$ cat src/bffs_regs.vh
// Register map, field layout, reset values and timing counts of the breaker-failure block
`ifndef BFFS_REGS_VH
`define BFFS_REGS_VH

// Register byte offsets
`define BFFS_OFF_CTRL        8'h00
`define BFFS_OFF_FT_THR      8'h04
`define BFFS_OFF_FC_PU       8'h08
`define BFFS_OFF_TT_PU       8'h0C
`define BFFS_OFF_TT_DO       8'h10
`define BFFS_OFF_TRIP_MASK   8'h14
`define BFFS_OFF_RMS_THR     8'h18
`define BFFS_OFF_STATUS      8'h1C

// Register indices returned by the decoder
`define BFFS_IDX_CTRL        4'h0
`define BFFS_IDX_FT_THR      4'h1
`define BFFS_IDX_FC_PU       4'h2
`define BFFS_IDX_TT_PU       4'h3
`define BFFS_IDX_TT_DO       4'h4
`define BFFS_IDX_TRIP_MASK   4'h5
`define BFFS_IDX_RMS_THR     4'h6
`define BFFS_IDX_STATUS      4'h7
`define BFFS_IDX_NONE        4'hF

// Scheme selector encoding in CTRL[2:0]
`define BFFS_SCH_OFF         3'h0
`define BFFS_SCH_ONE         3'h1
`define BFFS_SCH_TWO         3'h2
`define BFFS_SCH_THREE       3'h3
`define BFFS_SCH_FOUR        3'h4
`define BFFS_SCH_FIVE        3'h5
`define BFFS_SCH_CUSTOM      3'h6

// Field positions
`define BFFS_CTRL_SCH_MSB    2
`define BFFS_THR_MSB         12
`define BFFS_MASK_A_LSB      0
`define BFFS_MASK_B_LSB      8
`define BFFS_MASK_C_LSB      16
`define BFFS_ST_FBF_LSB      0
`define BFFS_ST_FD_LSB       4
`define BFFS_ST_OPEN_LSB     8
`define BFFS_ST_RMS_LSB      12
`define BFFS_ST_RMS3_BIT     15

// Reset values
`define BFFS_RST_CTRL        3'h0
`define BFFS_RST_FT_THR      13'h0032
`define BFFS_RST_FC_PU       16'h0020
`define BFFS_RST_TT_PU       16'h0020
`define BFFS_RST_TT_DO       16'h0008
`define BFFS_RST_TRIP_MASK   24'h040201
`define BFFS_RST_RMS_THR     13'h0032

// Timing: one processing tick is an eighth of a 60 Hz power cycle
`define BFFS_CLK_PERIOD_NS   10
`define BFFS_TICK_NS         2083333
`define BFFS_TICK_CYCLES     (`BFFS_TICK_NS / `BFFS_CLK_PERIOD_NS)
`define BFFS_QTR_TICKS       2'h2
`define BFFS_OPEN_TICKS      3'h5

`endif

$ cat src/bffs_core.v
// Per-phase fault-current breaker-failure schemes with APB register access
//
// The placing of the registers and the APB slave port are this design's own decisions.
`timescale 1ns/10ps
`include "bffs_regs.vh"

module bffs_core #(
    parameter TICK_CYCLES = `BFFS_TICK_CYCLES
) (
    input  wire        clk_i,
    input  wire        rst_n_i,
    input  wire        psel_i,
    input  wire        penable_i,
    input  wire        pwrite_i,
    input  wire [7:0]  paddr_i,
    input  wire [31:0] pwdata_i,
    output reg  [31:0] prdata_o,
    output reg         pready_o,
    output reg         pslverr_o,
    input  wire [7:0]  status_bits_i,
    input  wire [15:0] phase_a_mag_i,
    input  wire [15:0] phase_b_mag_i,
    input  wire [15:0] phase_c_mag_i,
    input  wire [15:0] phase_a_rms_i,
    input  wire [15:0] phase_b_rms_i,
    input  wire [15:0] phase_c_rms_i,
    input  wire [2:0]  current_zero_cross_i,
    input  wire [2:0]  deriv_zero_cross_i,
    output wire [2:0]  breaker_failure_flag_o,
    output wire [2:0]  phase_fault_detect_o,
    output wire [2:0]  phase_open_detect_o,
    output reg  [2:0]  phase_rms_overcurrent_o,
    output reg         three_phase_rms_overcurrent_o
);

    // Eighteen bits cover the full-rate tick count
    localparam [31:0] TICK_LAST_W = TICK_CYCLES - 1;
    localparam [17:0] TICK_LAST   = TICK_LAST_W[17:0];

    // Address decode shared by read and write paths
    function [3:0] reg_index;
        input [7:0] addr;
        begin
            if (addr == `BFFS_OFF_CTRL) begin
                reg_index = `BFFS_IDX_CTRL;
            end else if (addr == `BFFS_OFF_FT_THR) begin
                reg_index = `BFFS_IDX_FT_THR;
            end else if (addr == `BFFS_OFF_FC_PU) begin
                reg_index = `BFFS_IDX_FC_PU;
            end else if (addr == `BFFS_OFF_TT_PU) begin
                reg_index = `BFFS_IDX_TT_PU;
            end else if (addr == `BFFS_OFF_TT_DO) begin
                reg_index = `BFFS_IDX_TT_DO;
            end else if (addr == `BFFS_OFF_TRIP_MASK) begin
                reg_index = `BFFS_IDX_TRIP_MASK;
            end else if (addr == `BFFS_OFF_RMS_THR) begin
                reg_index = `BFFS_IDX_RMS_THR;
            end else if (addr == `BFFS_OFF_STATUS) begin
                reg_index = `BFFS_IDX_STATUS;
            end else begin
                reg_index = `BFFS_IDX_NONE;
            end
        end
    endfunction

    reg  [2:0]  scheme_ff;
    reg  [12:0] ft_thr_ff;
    reg  [15:0] fc_pu_ff;
    reg  [15:0] tt_pu_ff;
    reg  [15:0] tt_do_ff;
    reg  [23:0] trip_mask_ff;
    reg  [12:0] rms_thr_ff;
    reg  [17:0] tick_cnt_ff;
    reg         tick_ff;
    reg  [7:0]  sync1_ff;
    reg  [7:0]  sync2_ff;
    reg  [7:0]  sync3_ff;
    reg  [7:0]  status_ff;

    wire [3:0]  idx_w     = reg_index(paddr_i);
    wire        access_w  = psel_i & penable_i;
    wire        wr_take_w = access_w & pready_o & pwrite_i;
    wire [47:0] mag_w     = {phase_c_mag_i, phase_b_mag_i, phase_a_mag_i};
    wire [16:0] tt_lim_w  = {1'b0, tt_pu_ff} + {1'b0, tt_do_ff};
    wire [2:0]  fbf_w;
    wire [2:0]  fd_w;
    wire [2:0]  open_w;

    assign breaker_failure_flag_o = fbf_w;
    assign phase_fault_detect_o   = fd_w;
    assign phase_open_detect_o    = open_w;

    // APB: one wait state, write and read data at the pready edge
    always @(posedge clk_i or negedge rst_n_i) begin
        if (!rst_n_i) begin
            pready_o  <= 1'b0;
            pslverr_o <= 1'b0;
            prdata_o  <= 32'h00000000;
        end else begin
            pready_o  <= access_w & ~pready_o;
            // Unmapped offsets answer with an error and read zero
            pslverr_o <= access_w & ~pready_o & (idx_w == `BFFS_IDX_NONE);
            if (access_w & ~pready_o & ~pwrite_i) begin
                if (idx_w == `BFFS_IDX_CTRL) begin
                    prdata_o <= {29'h0, scheme_ff};
                end else if (idx_w == `BFFS_IDX_FT_THR) begin
                    prdata_o <= {19'h0, ft_thr_ff};
                end else if (idx_w == `BFFS_IDX_FC_PU) begin
                    prdata_o <= {16'h0, fc_pu_ff};
                end else if (idx_w == `BFFS_IDX_TT_PU) begin
                    prdata_o <= {16'h0, tt_pu_ff};
                end else if (idx_w == `BFFS_IDX_TT_DO) begin
                    prdata_o <= {16'h0, tt_do_ff};
                end else if (idx_w == `BFFS_IDX_TRIP_MASK) begin
                    prdata_o <= {8'h0, trip_mask_ff};
                end else if (idx_w == `BFFS_IDX_RMS_THR) begin
                    prdata_o <= {19'h0, rms_thr_ff};
                end else if (idx_w == `BFFS_IDX_STATUS) begin
                    prdata_o <= {16'h0, three_phase_rms_overcurrent_o, phase_rms_overcurrent_o,
                                 1'b0, open_w, 1'b0, fd_w, 1'b0, fbf_w};
                end else begin
                    prdata_o <= 32'h00000000;
                end
            end
        end
    end

    // Configuration registers
    // Status drops writes silently; unmapped offsets drop them and answer with a slave error
    always @(posedge clk_i or negedge rst_n_i) begin
        if (!rst_n_i) begin
            scheme_ff    <= `BFFS_RST_CTRL;
            ft_thr_ff    <= `BFFS_RST_FT_THR;
            fc_pu_ff     <= `BFFS_RST_FC_PU;
            tt_pu_ff     <= `BFFS_RST_TT_PU;
            tt_do_ff     <= `BFFS_RST_TT_DO;
            trip_mask_ff <= `BFFS_RST_TRIP_MASK;
            rms_thr_ff   <= `BFFS_RST_RMS_THR;
        end else if (wr_take_w) begin
            if (idx_w == `BFFS_IDX_CTRL) begin
                scheme_ff <= pwdata_i[`BFFS_CTRL_SCH_MSB:0];
            end else if (idx_w == `BFFS_IDX_FT_THR) begin
                ft_thr_ff <= pwdata_i[`BFFS_THR_MSB:0];
            end else if (idx_w == `BFFS_IDX_FC_PU) begin
                fc_pu_ff <= pwdata_i[15:0];
            end else if (idx_w == `BFFS_IDX_TT_PU) begin
                tt_pu_ff <= pwdata_i[15:0];
            end else if (idx_w == `BFFS_IDX_TT_DO) begin
                tt_do_ff <= pwdata_i[15:0];
            end else if (idx_w == `BFFS_IDX_TRIP_MASK) begin
                trip_mask_ff <= pwdata_i[23:0];
            end else if (idx_w == `BFFS_IDX_RMS_THR) begin
                rms_thr_ff <= pwdata_i[`BFFS_THR_MSB:0];
            end
        end
    end

    always @(posedge clk_i or negedge rst_n_i) begin
        if (!rst_n_i) begin
            tick_cnt_ff <= 18'h00000;
            tick_ff     <= 1'b0;
        end else if (tick_cnt_ff == TICK_LAST) begin
            tick_cnt_ff <= 18'h00000;
            tick_ff     <= 1'b1;
        end else begin
            tick_cnt_ff <= tick_cnt_ff + 18'h00001;
            tick_ff     <= 1'b0;
        end
    end

    // Status pins: accept a change once the last two stages agree
    always @(posedge clk_i or negedge rst_n_i) begin
        if (!rst_n_i) begin
            sync1_ff  <= 8'h00;
            sync2_ff  <= 8'h00;
            sync3_ff  <= 8'h00;
            status_ff <= 8'h00;
        end else begin
            sync1_ff <= status_bits_i;
            sync2_ff <= sync1_ff;
            sync3_ff <= sync2_ff;
            if (sync2_ff == sync3_ff) begin
                status_ff <= sync3_ff;
            end
        end
    end

    always @(posedge clk_i or negedge rst_n_i) begin
        if (!rst_n_i) begin
            phase_rms_overcurrent_o       <= 3'h0;
            three_phase_rms_overcurrent_o <= 1'b0;
        end else begin
            phase_rms_overcurrent_o[0]    <= phase_a_rms_i > {3'h0, rms_thr_ff};
            phase_rms_overcurrent_o[1]    <= phase_b_rms_i > {3'h0, rms_thr_ff};
            phase_rms_overcurrent_o[2]    <= phase_c_rms_i > {3'h0, rms_thr_ff};
            three_phase_rms_overcurrent_o <= (phase_a_rms_i > {3'h0, rms_thr_ff}) &
                                             (phase_b_rms_i > {3'h0, rms_thr_ff}) &
                                             (phase_c_rms_i > {3'h0, rms_thr_ff});
        end
    end

    genvar ph;
    generate
        for (ph = 0; ph < 3; ph = ph + 1) begin : g_phase
            reg         cross_seen_ff;
            reg  [2:0]  quiet_ff;
            reg         open_ff;
            reg         fd_ff;
            reg         fd_prev_ff;
            reg  [1:0]  qual_ff;
            reg         latch_ff;
            reg  [16:0] cnt_ff;
            reg         fbf_ff;
            reg  [1:0]  nxt_qual;
            reg         nxt_latch;
            reg  [16:0] nxt_cnt;
            reg         nxt_fbf;
            reg         qin;
            reg         qualified;

            // Trip initiate from masked status bits
            wire        trip_w = |(status_ff & trip_mask_ff[ph*8+7:ph*8]);
            wire        xing_w = current_zero_cross_i[ph] | deriv_zero_cross_i[ph];
            wire [16:0] cnt_inc_w = (cnt_ff == 17'h1FFFF) ? cnt_ff : cnt_ff + 17'h00001;

            assign fbf_w[ph]  = fbf_ff;
            assign fd_w[ph]   = fd_ff;
            assign open_w[ph] = open_ff;

            always @* begin
                nxt_qual  = 2'h0;
                nxt_latch = 1'b0;
                nxt_cnt   = 17'h00000;
                nxt_fbf   = 1'b0;
                // Scheme four qualifies on trip alone
                qin       = (scheme_ff == `BFFS_SCH_FOUR) ? trip_w : (trip_w & fd_ff);
                qualified = qin & (qual_ff >= (`BFFS_QTR_TICKS - 2'h1));
                if (qin) begin
                    nxt_qual = (qual_ff == `BFFS_QTR_TICKS) ? qual_ff : qual_ff + 2'h1;
                end
                case (scheme_ff)
                    `BFFS_SCH_TWO: begin
                        if (!fd_ff) begin
                            nxt_latch = 1'b0;
                        end else if (latch_ff) begin
                            nxt_latch = 1'b1;
                            nxt_cnt   = cnt_inc_w;
                        end else if (qualified) begin
                            nxt_latch = 1'b1;
                        end
                        // Flag at expiry with detector held
                        nxt_fbf = nxt_latch & (nxt_cnt >= {1'b0, fc_pu_ff});
                    end
                    `BFFS_SCH_THREE: begin
                        if (trip_w & fd_ff) begin
                            nxt_latch = 1'b1;
                            nxt_cnt   = latch_ff ? cnt_inc_w : 17'h00000;
                        end
                        nxt_fbf = nxt_latch & (nxt_cnt >= {1'b0, fc_pu_ff});
                    end
                    `BFFS_SCH_FOUR: begin
                        if (latch_ff) begin
                            // Stop one tick early so the hold window is TT_DO ticks
                            if (cnt_inc_w < tt_lim_w) begin
                                nxt_latch = 1'b1;
                                nxt_cnt   = cnt_inc_w;
                            end
                        end else if (qualified) begin
                            // Zero-length window would otherwise latch for one tick
                            nxt_latch = (tt_lim_w != 17'h00000);
                        end
                        nxt_fbf = fd_ff & nxt_latch & (nxt_cnt >= {1'b0, tt_pu_ff});
                    end
                    `BFFS_SCH_FIVE: begin
                        // Start on trip, reset on trip or detector drop
                        // Only a falling detector edge resets; a low level keeps timing
                        if (trip_w & ~(fd_prev_ff & ~fd_ff)) begin
                            nxt_latch = 1'b1;
                            nxt_cnt   = latch_ff ? cnt_inc_w : 17'h00000;
                        end
                        nxt_fbf = fd_ff & nxt_latch & (nxt_cnt >= {1'b0, fc_pu_ff});
                    end
                    default: begin
                        // Off, one and custom produce no output here
                        nxt_qual = 2'h0;
                    end
                endcase
            end

            always @(posedge clk_i or negedge rst_n_i) begin
                if (!rst_n_i) begin
                    cross_seen_ff <= 1'b0;
                    quiet_ff      <= 3'h0;
                    open_ff       <= 1'b0;
                    fd_ff         <= 1'b0;
                    fd_prev_ff    <= 1'b0;
                end else if (tick_ff) begin
                    // Crossing in the tick cycle itself is kept for the next interval
                    cross_seen_ff <= xing_w;
                    if (cross_seen_ff | xing_w) begin
                        quiet_ff <= 3'h0;
                        open_ff  <= 1'b0;
                    end else if (quiet_ff == `BFFS_OPEN_TICKS - 3'h1) begin
                        quiet_ff <= `BFFS_OPEN_TICKS;
                        open_ff  <= 1'b1;
                    // Count saturates so the open flag holds
                    end else if (quiet_ff != `BFFS_OPEN_TICKS) begin
                        quiet_ff <= quiet_ff + 3'h1;
                    end
                    fd_prev_ff <= fd_ff;
                    fd_ff      <= ~open_ff & (mag_w[ph*16+15:ph*16] > {3'h0, ft_thr_ff});
                end else if (xing_w) begin
                    cross_seen_ff <= 1'b1;
                end
            end

            always @(posedge clk_i or negedge rst_n_i) begin
                if (!rst_n_i) begin
                    qual_ff  <= 2'h0;
                    latch_ff <= 1'b0;
                    cnt_ff   <= 17'h00000;
                    fbf_ff   <= 1'b0;
                end else if (tick_ff) begin
                    qual_ff  <= nxt_qual;
                    latch_ff <= nxt_latch;
                    cnt_ff   <= nxt_cnt;
                    fbf_ff   <= nxt_fbf;
                end
            end
        end
    endgenerate

endmodule // bffs_core

$ cat config.mk
export PLATFORM = sky130hd
export DESIGN_NAME = bffs_core
export DESIGN_NICKNAME = d
export VERILOG_FILES = /design/src/bffs_core.v
export VERILOG_INCLUDE_DIRS = /design/src /design/src/src
export SDC_FILE = /design/constraint.sdc
export NUM_CORES = 1
export LEC_CHECK = 0
export BUFFER_PORTS_ARGS = -buffer_cell sky130_fd_sc_hd__buf_2
export CAP_MARGIN = 30
export CORE_ASPECT_RATIO = 1.4
export CORE_MARGIN = 2
export CORE_UTILIZATION = 50
export DETAILED_ROUTE_END_ITERATION = 10
export GPL_TIMING_DRIVEN = 1
export PLACE_DENSITY = 0.75
export SYNTH_ARGS = -nofsm -noshare
export SYNTH_HDL_FRONTEND = slang
export SYNTH_SLANG_ARGS = --single-unit
$ cat constraint.sdc
create_clock -name clk_i -period 7.95 [get_ports clk_i]
set_input_delay 1.1925 -clock clk_i [delete_from_list [all_inputs] [get_ports clk_i]]
set_output_delay 1.1925 -clock clk_i [all_outputs]
set_load 0.01 [all_outputs]
==> metrics.sh <==
FLOORPLAN.INITIALDENSITY=0.508
WORST_PATH_DOMINANT_CELL_FAMILY='compound AO/OA/AOI/OAI gates'
CTS-ROOT-BUF='sky130_fd_sc_hd__clkbuf_16'
VIAS=19800
FLOORPLAN_DIE_AREA_SQ_UM=45500
REPORT.POWER.TOTAL_W=0.00310
REGISTER_AREA_SQ_UM=6670
NUMBER_OF_GLOBAL_ROUTE_VIAS_BEFORE_REPAIR=20000
POST-SYNTH-TOP-AREA-CELL='sky130_fd_sc_hd__dfrtp_1'
WORST_HOLD_PATH.NUM_CELLS=0
PRE_CTS_WS_NS=1.46
FF2FF_PATH_DEPTH=27
CTS_BUFFER_DEPTH=3
ASYNC_SET_RESET_FLOP_SHARE_OUT_OF_SYNTHESIS=1.00
RUN_STATUS='completed'
WORSTSETUPSTARTPOINTTYPE='register'
POWER.SWITCHING_FRACTION=0.248
DIEHEIGHT_MICRONS=252
LAYOUT.FILLER_CELLS=3840
WIDTH_OF_THE_DIE_MICRONS=181
SEQ_POWER_SHARE=0.451
FIRST_ITER_VIOLATIONS=1776
ROUTE.LAYER.MET1.WL_MM=27.1
TIMING_LIMITED_MAXIMUM_FREQUENCY_MHz=153
SYNTH_ENABLE_FLOP_CELLS=0
PLACEDINSTANCEAREA_SQ_UM=23300
FP.COREAREA_SQ_UM=43100
CTS.SINKS=266
P_COMB_FRAC=0.075
VDD_DROP_MAX_V=0.000164
DRIVE_ABOVE_1_SHARE=0.172
POWER.DENSITY_nW_PER_UM2=127
HOLD_SLACK_NS=0.351
YS_FF_LATCH=266
IO_BUFFERS=185
WORSTSETUPPATHDEPTH=27
SYNTH_TOP_CELLS_BY_COUNT='sky130_fd_sc_hd__ha_1 (348), sky130_fd_sc_hd__nor2_1 (279), sky130_fd_sc_hd__dfrtp_1 (254), sky130_fd_sc_hd__nand2_1 (168), sky130_fd_sc_hd__inv_1 (128)'
MINIMUM_SETUP_SLACK_IN_THE_FINAL_DESIGN_NS=1.41
CTS.REPAIR.RESIZED=0
POSTSYNTHCELLCOUNT=2391
P_SW_W=0.000769
MULTI_INPUT_COMB_AREA_SQ_UM=14300
TIMING.CLOCK.SKEW_NS=0.0297
FINAL_PERIOD_MINUS_WORST_SETUP_SLACK_NS=6.54
CPMAXSTAGEDELAYCELL='sky130_fd_sc_hd__dfrtp_1'
DETAILROUTE.WIRELENGTH.MET2_MM=34.0
REMAINING_DRC_ERRORS=0
WORST_SLEW_PIN_SLEW_NS=1.05
ROUTED_WIRE_LENGTH_PER_INSTANCE_MICRONS=23.2
SYNTHDISTINCTLIBCELLS=101
CP_DATA_ARRIVAL_TIME_NS=7.01
ROUTABILITYCONGESTION=1.00
WORST_SKEW_PAIR_LATENCY_NS=0.59
DETAILROUTE.WIRELENGTH.MET3_MM=5.09
GRT_START_MAX_NET_PINS=163
GRT_SETUP_UNREPAIRED='false'
NNETSFINAL=3043
GR-TOTAL-OVERFLOW=0
YOSYS-TOP-CELLS-AREA='sky130_fd_sc_hd__dfrtp_1 (29%), sky130_fd_sc_hd__ha_1 (20%), sky130_fd_sc_hd__mux2_2 (5.3%)'
SYN_AVG_CELL_AREA_SQ_UM=9.16
SYNTH.MOST_COMMON_CELL='sky130_fd_sc_hd__ha_1'
FINALWIRELENGTH_MM=72.4
HOLDBUFCOUNTCTS=0
CRITPATHMOSTFREQUENTCELL='sky130_fd_sc_hd__a21oi_1'
N_ANTENNA_CELL=0
TIMING.FINAL.SETUP_VIOLATIONS=0
POST-ROUTE-CELL-AREA_SQ_UM=24300
MAX_STAGE_DELAY_NS=0.48
PROPORTION_OF_NETLIST_AREA_HELD_BY_THE_LARGEST_AREA_CONTRIBUTOR=0.290
SYNTH_FLOP_CELL='sky130_fd_sc_hd__dfrtp_1'
HP-CLASS='register to register'
GRTUSAGETOTAL=0.310
FLOORPLAN.IO_PINS=202
CTS_TREE='built'
CP_MAX_FO=18
LAYOUT-AREA-OVERHEAD-VS-SYNTH_PCT=11.1
SYN-CELL-AREA_SQ_UM=21900
CP_NUM_BUF_INV=1
SETUP.WORST_PATH.CLASS='register to register'
DETAIL_ROUTE.FIRST_PASS.ITERATIONS=6
INTERNAL_POWER_W=0.00233
FINALHOLDVIOLATIONS=0
POSTCTSSETUPREPAIRBUFS=0
SETUP_TOTAL_NEGATIVE_SLACK_NS=0
FIRST_PASS_GRT_WIRE_LENGTH_MM=111
FINAL.PERIOD_UTILIZATION=0.823
P_LEAK_nW=11.6
SHARE_CLK_OF_TOTAL_POWER=0.474
MAX_SLEW_MARGIN=0.296
YOSYSSEQAREASHARE=0.304
MAX_CAP_VIOLATIONS=0
WORST_EP_REQUIRED_TIME_NS=8.42
CLK_TRANSITION_REPORTED_PATHS_NS=0.07
NUM_ROWS=90
AVGVIACOUNTPERCELL=6.36
POST-DP-HPWL_MM=55.5
MAXUSEDROUTINGLAYER='met5'
WORST_SETUP_PATH_END_KIND='register'
CLOCK_TREE.HTREE_LEVEL_COUNT=1
SYNTH_WARNINGS=0
CTS-BUFFERS-INSERTED=28
FINAL_ANTENNA_NET_COUNT=0
FINALMAXSLEWVIOLATIONS=0
ANTENNA_FOUND_INITIAL=1
## final timing paths
| check | start | to | slack (ns) |
|---|---|---|---|
| setup / recovery | tt_pu_ff[0] | g_phase[1].fbf_ff | 1.41 |
| hold reg to reg | sync1_ff[6] | sync2_ff[6] | 0.35 |
| setup reg to reg | tt_pu_ff[0] | g_phase[1].fbf_ff | 1.41 |
| min in group asynchronous | rst_n_i | g_phase[2].cnt_ff[5] | 0.63 |
| hold / removal | sync1_ff[6] | sync2_ff[6] | 0.35 |
| max in group asynchronous | rst_n_i | g_phase[1].cnt_ff[0] | 5.82 |
## cell type report
cell class                 instances  share of cell area
timing repair buffer             203              0.0456
clock buffer                      38              0.0336
tap                              552              0.0284
clock inverter                    14             0.00915
inverter                         131              0.0202
sequential                       266               0.274
multi-input combinational       1909               0.589
## flip-flops by register name (all words and copies together) (netlist names), 6 cells and up
signal	flops
g_phase.cnt_ff	51
prdata_o	24
trip_mask_ff	24
tick_cnt_ff	18
fc_pu_ff	16
tt_do_ff	16
tt_pu_ff	16
ft_thr_ff	13
rms_thr_ff	13
g_phase.quiet_ff	9
status_ff	8
sync1_ff	8
sync2_ff	8
sync3_ff	8
g_phase.qual_ff	6
## per-stage QoR
| stage | cells | utilization |
|---|---|---|
| final | 3113 | 0.564 |
| after global routing | 3113 | 0.564 |
| after CTS | 3112 | 0.564 |
| after detailed placement | 3060 | 0.540 |
| after global placement | 3058 | 0.539 |
| after floorplan | 2398 | - |
## cells in the final DEF, fill, tap and decap left out, drive strengths merged, types with 10 or more instances in the layout
cell,instances
ha,348
nor2,281
dfrtp,254
buf,203
nand2,170
inv,129
a21oi,125
o21ai,107
mux2,104
nand4,68
o21a,59
nand3,58
xnor2,45
a21o,42
nor2b,40
clkbuf,38
and3,31
nor3,30
o2bb2ai,30
nor4,29
nand2b,28
xor2,26
a211oi,26
a31oi,19
o31ai,17
o32ai,16
a22oi,15
o211ai,14
a222oi,13
dfstp,12
and2,12
a22o,11
o22ai,11
and4,10
## power groups by stage
stage	clock network (W)	registers, W	logic [W]
after global placement	0	0.00142	0.000222
final	0.00147	0.00140	0.000231
after global routing	0.00153	0.00140	0.000256
after CTS	0.00148	0.00140	0.000231
after floorplan	0	0.00142	0.000105
after detailed placement	0	0.00142	0.000229
## cells by family (layout without fill, tap and decap cells)
group | count (synthesis) | count (layout) | share of synthesized area
adder cells (fa/ha/maj) | 351 | 351 | 0.201
AO/OA/AOI/OAI | 580 | 580 | 0.193
XOR/XNOR | 71 | 71 | 0.0284
multiplexers | 108 | 108 | 0.0554
buffers and inverters | 223 | 386 | 0.0427
AND/OR/NAND/NOR | 791 | 791 | 0.175
other | 1 | 8 | 0.000171
flip-flops | 266 | 266 | 0.304
## worst register-to-register path: stages (launching register included)
cell                       delay [ns]
sky130_fd_sc_hd__dfrtp_1         0.48
sky130_fd_sc_hd__ha_1            0.27
sky130_fd_sc_hd__fa_1            0.43
sky130_fd_sc_hd__a21o_1          0.22
sky130_fd_sc_hd__a221oi_4        0.35
sky130_fd_sc_hd__a2111o_1        0.25
sky130_fd_sc_hd__nand2_1         0.06
sky130_fd_sc_hd__a21oi_1         0.24
sky130_fd_sc_hd__o21bai_1        0.10
sky130_fd_sc_hd__a21oi_1         0.45
sky130_fd_sc_hd__ha_1            0.35
sky130_fd_sc_hd__and4_1          0.25
sky130_fd_sc_hd__nand2_1         0.10
sky130_fd_sc_hd__a21oi_1         0.06
sky130_fd_sc_hd__a221oi_2        0.31
sky130_fd_sc_hd__nor3b_4         0.24
sky130_fd_sc_hd__buf_4           0.25
sky130_fd_sc_hd__and3_1          0.18
sky130_fd_sc_hd__ha_1            0.23
sky130_fd_sc_hd__o21a_1          0.11
sky130_fd_sc_hd__o21a_1          0.18
sky130_fd_sc_hd__o21ai_0         0.15
sky130_fd_sc_hd__a21boi_0        0.10
sky130_fd_sc_hd__o21a_1          0.17
sky130_fd_sc_hd__o311ai_0        0.25
sky130_fd_sc_hd__a21boi_0        0.17
sky130_fd_sc_hd__o311ai_1        0.33
sky130_fd_sc_hd__a21oi_1         0.13
## layer usage
layer,track usage,vias up
met2,0.523,877
met4,0.232,2
met3,0.0511,289
met1,0.354,9561
li1,-,9084
met5,0,-
No activity file was read; power rests on OpenSTA's default activity.
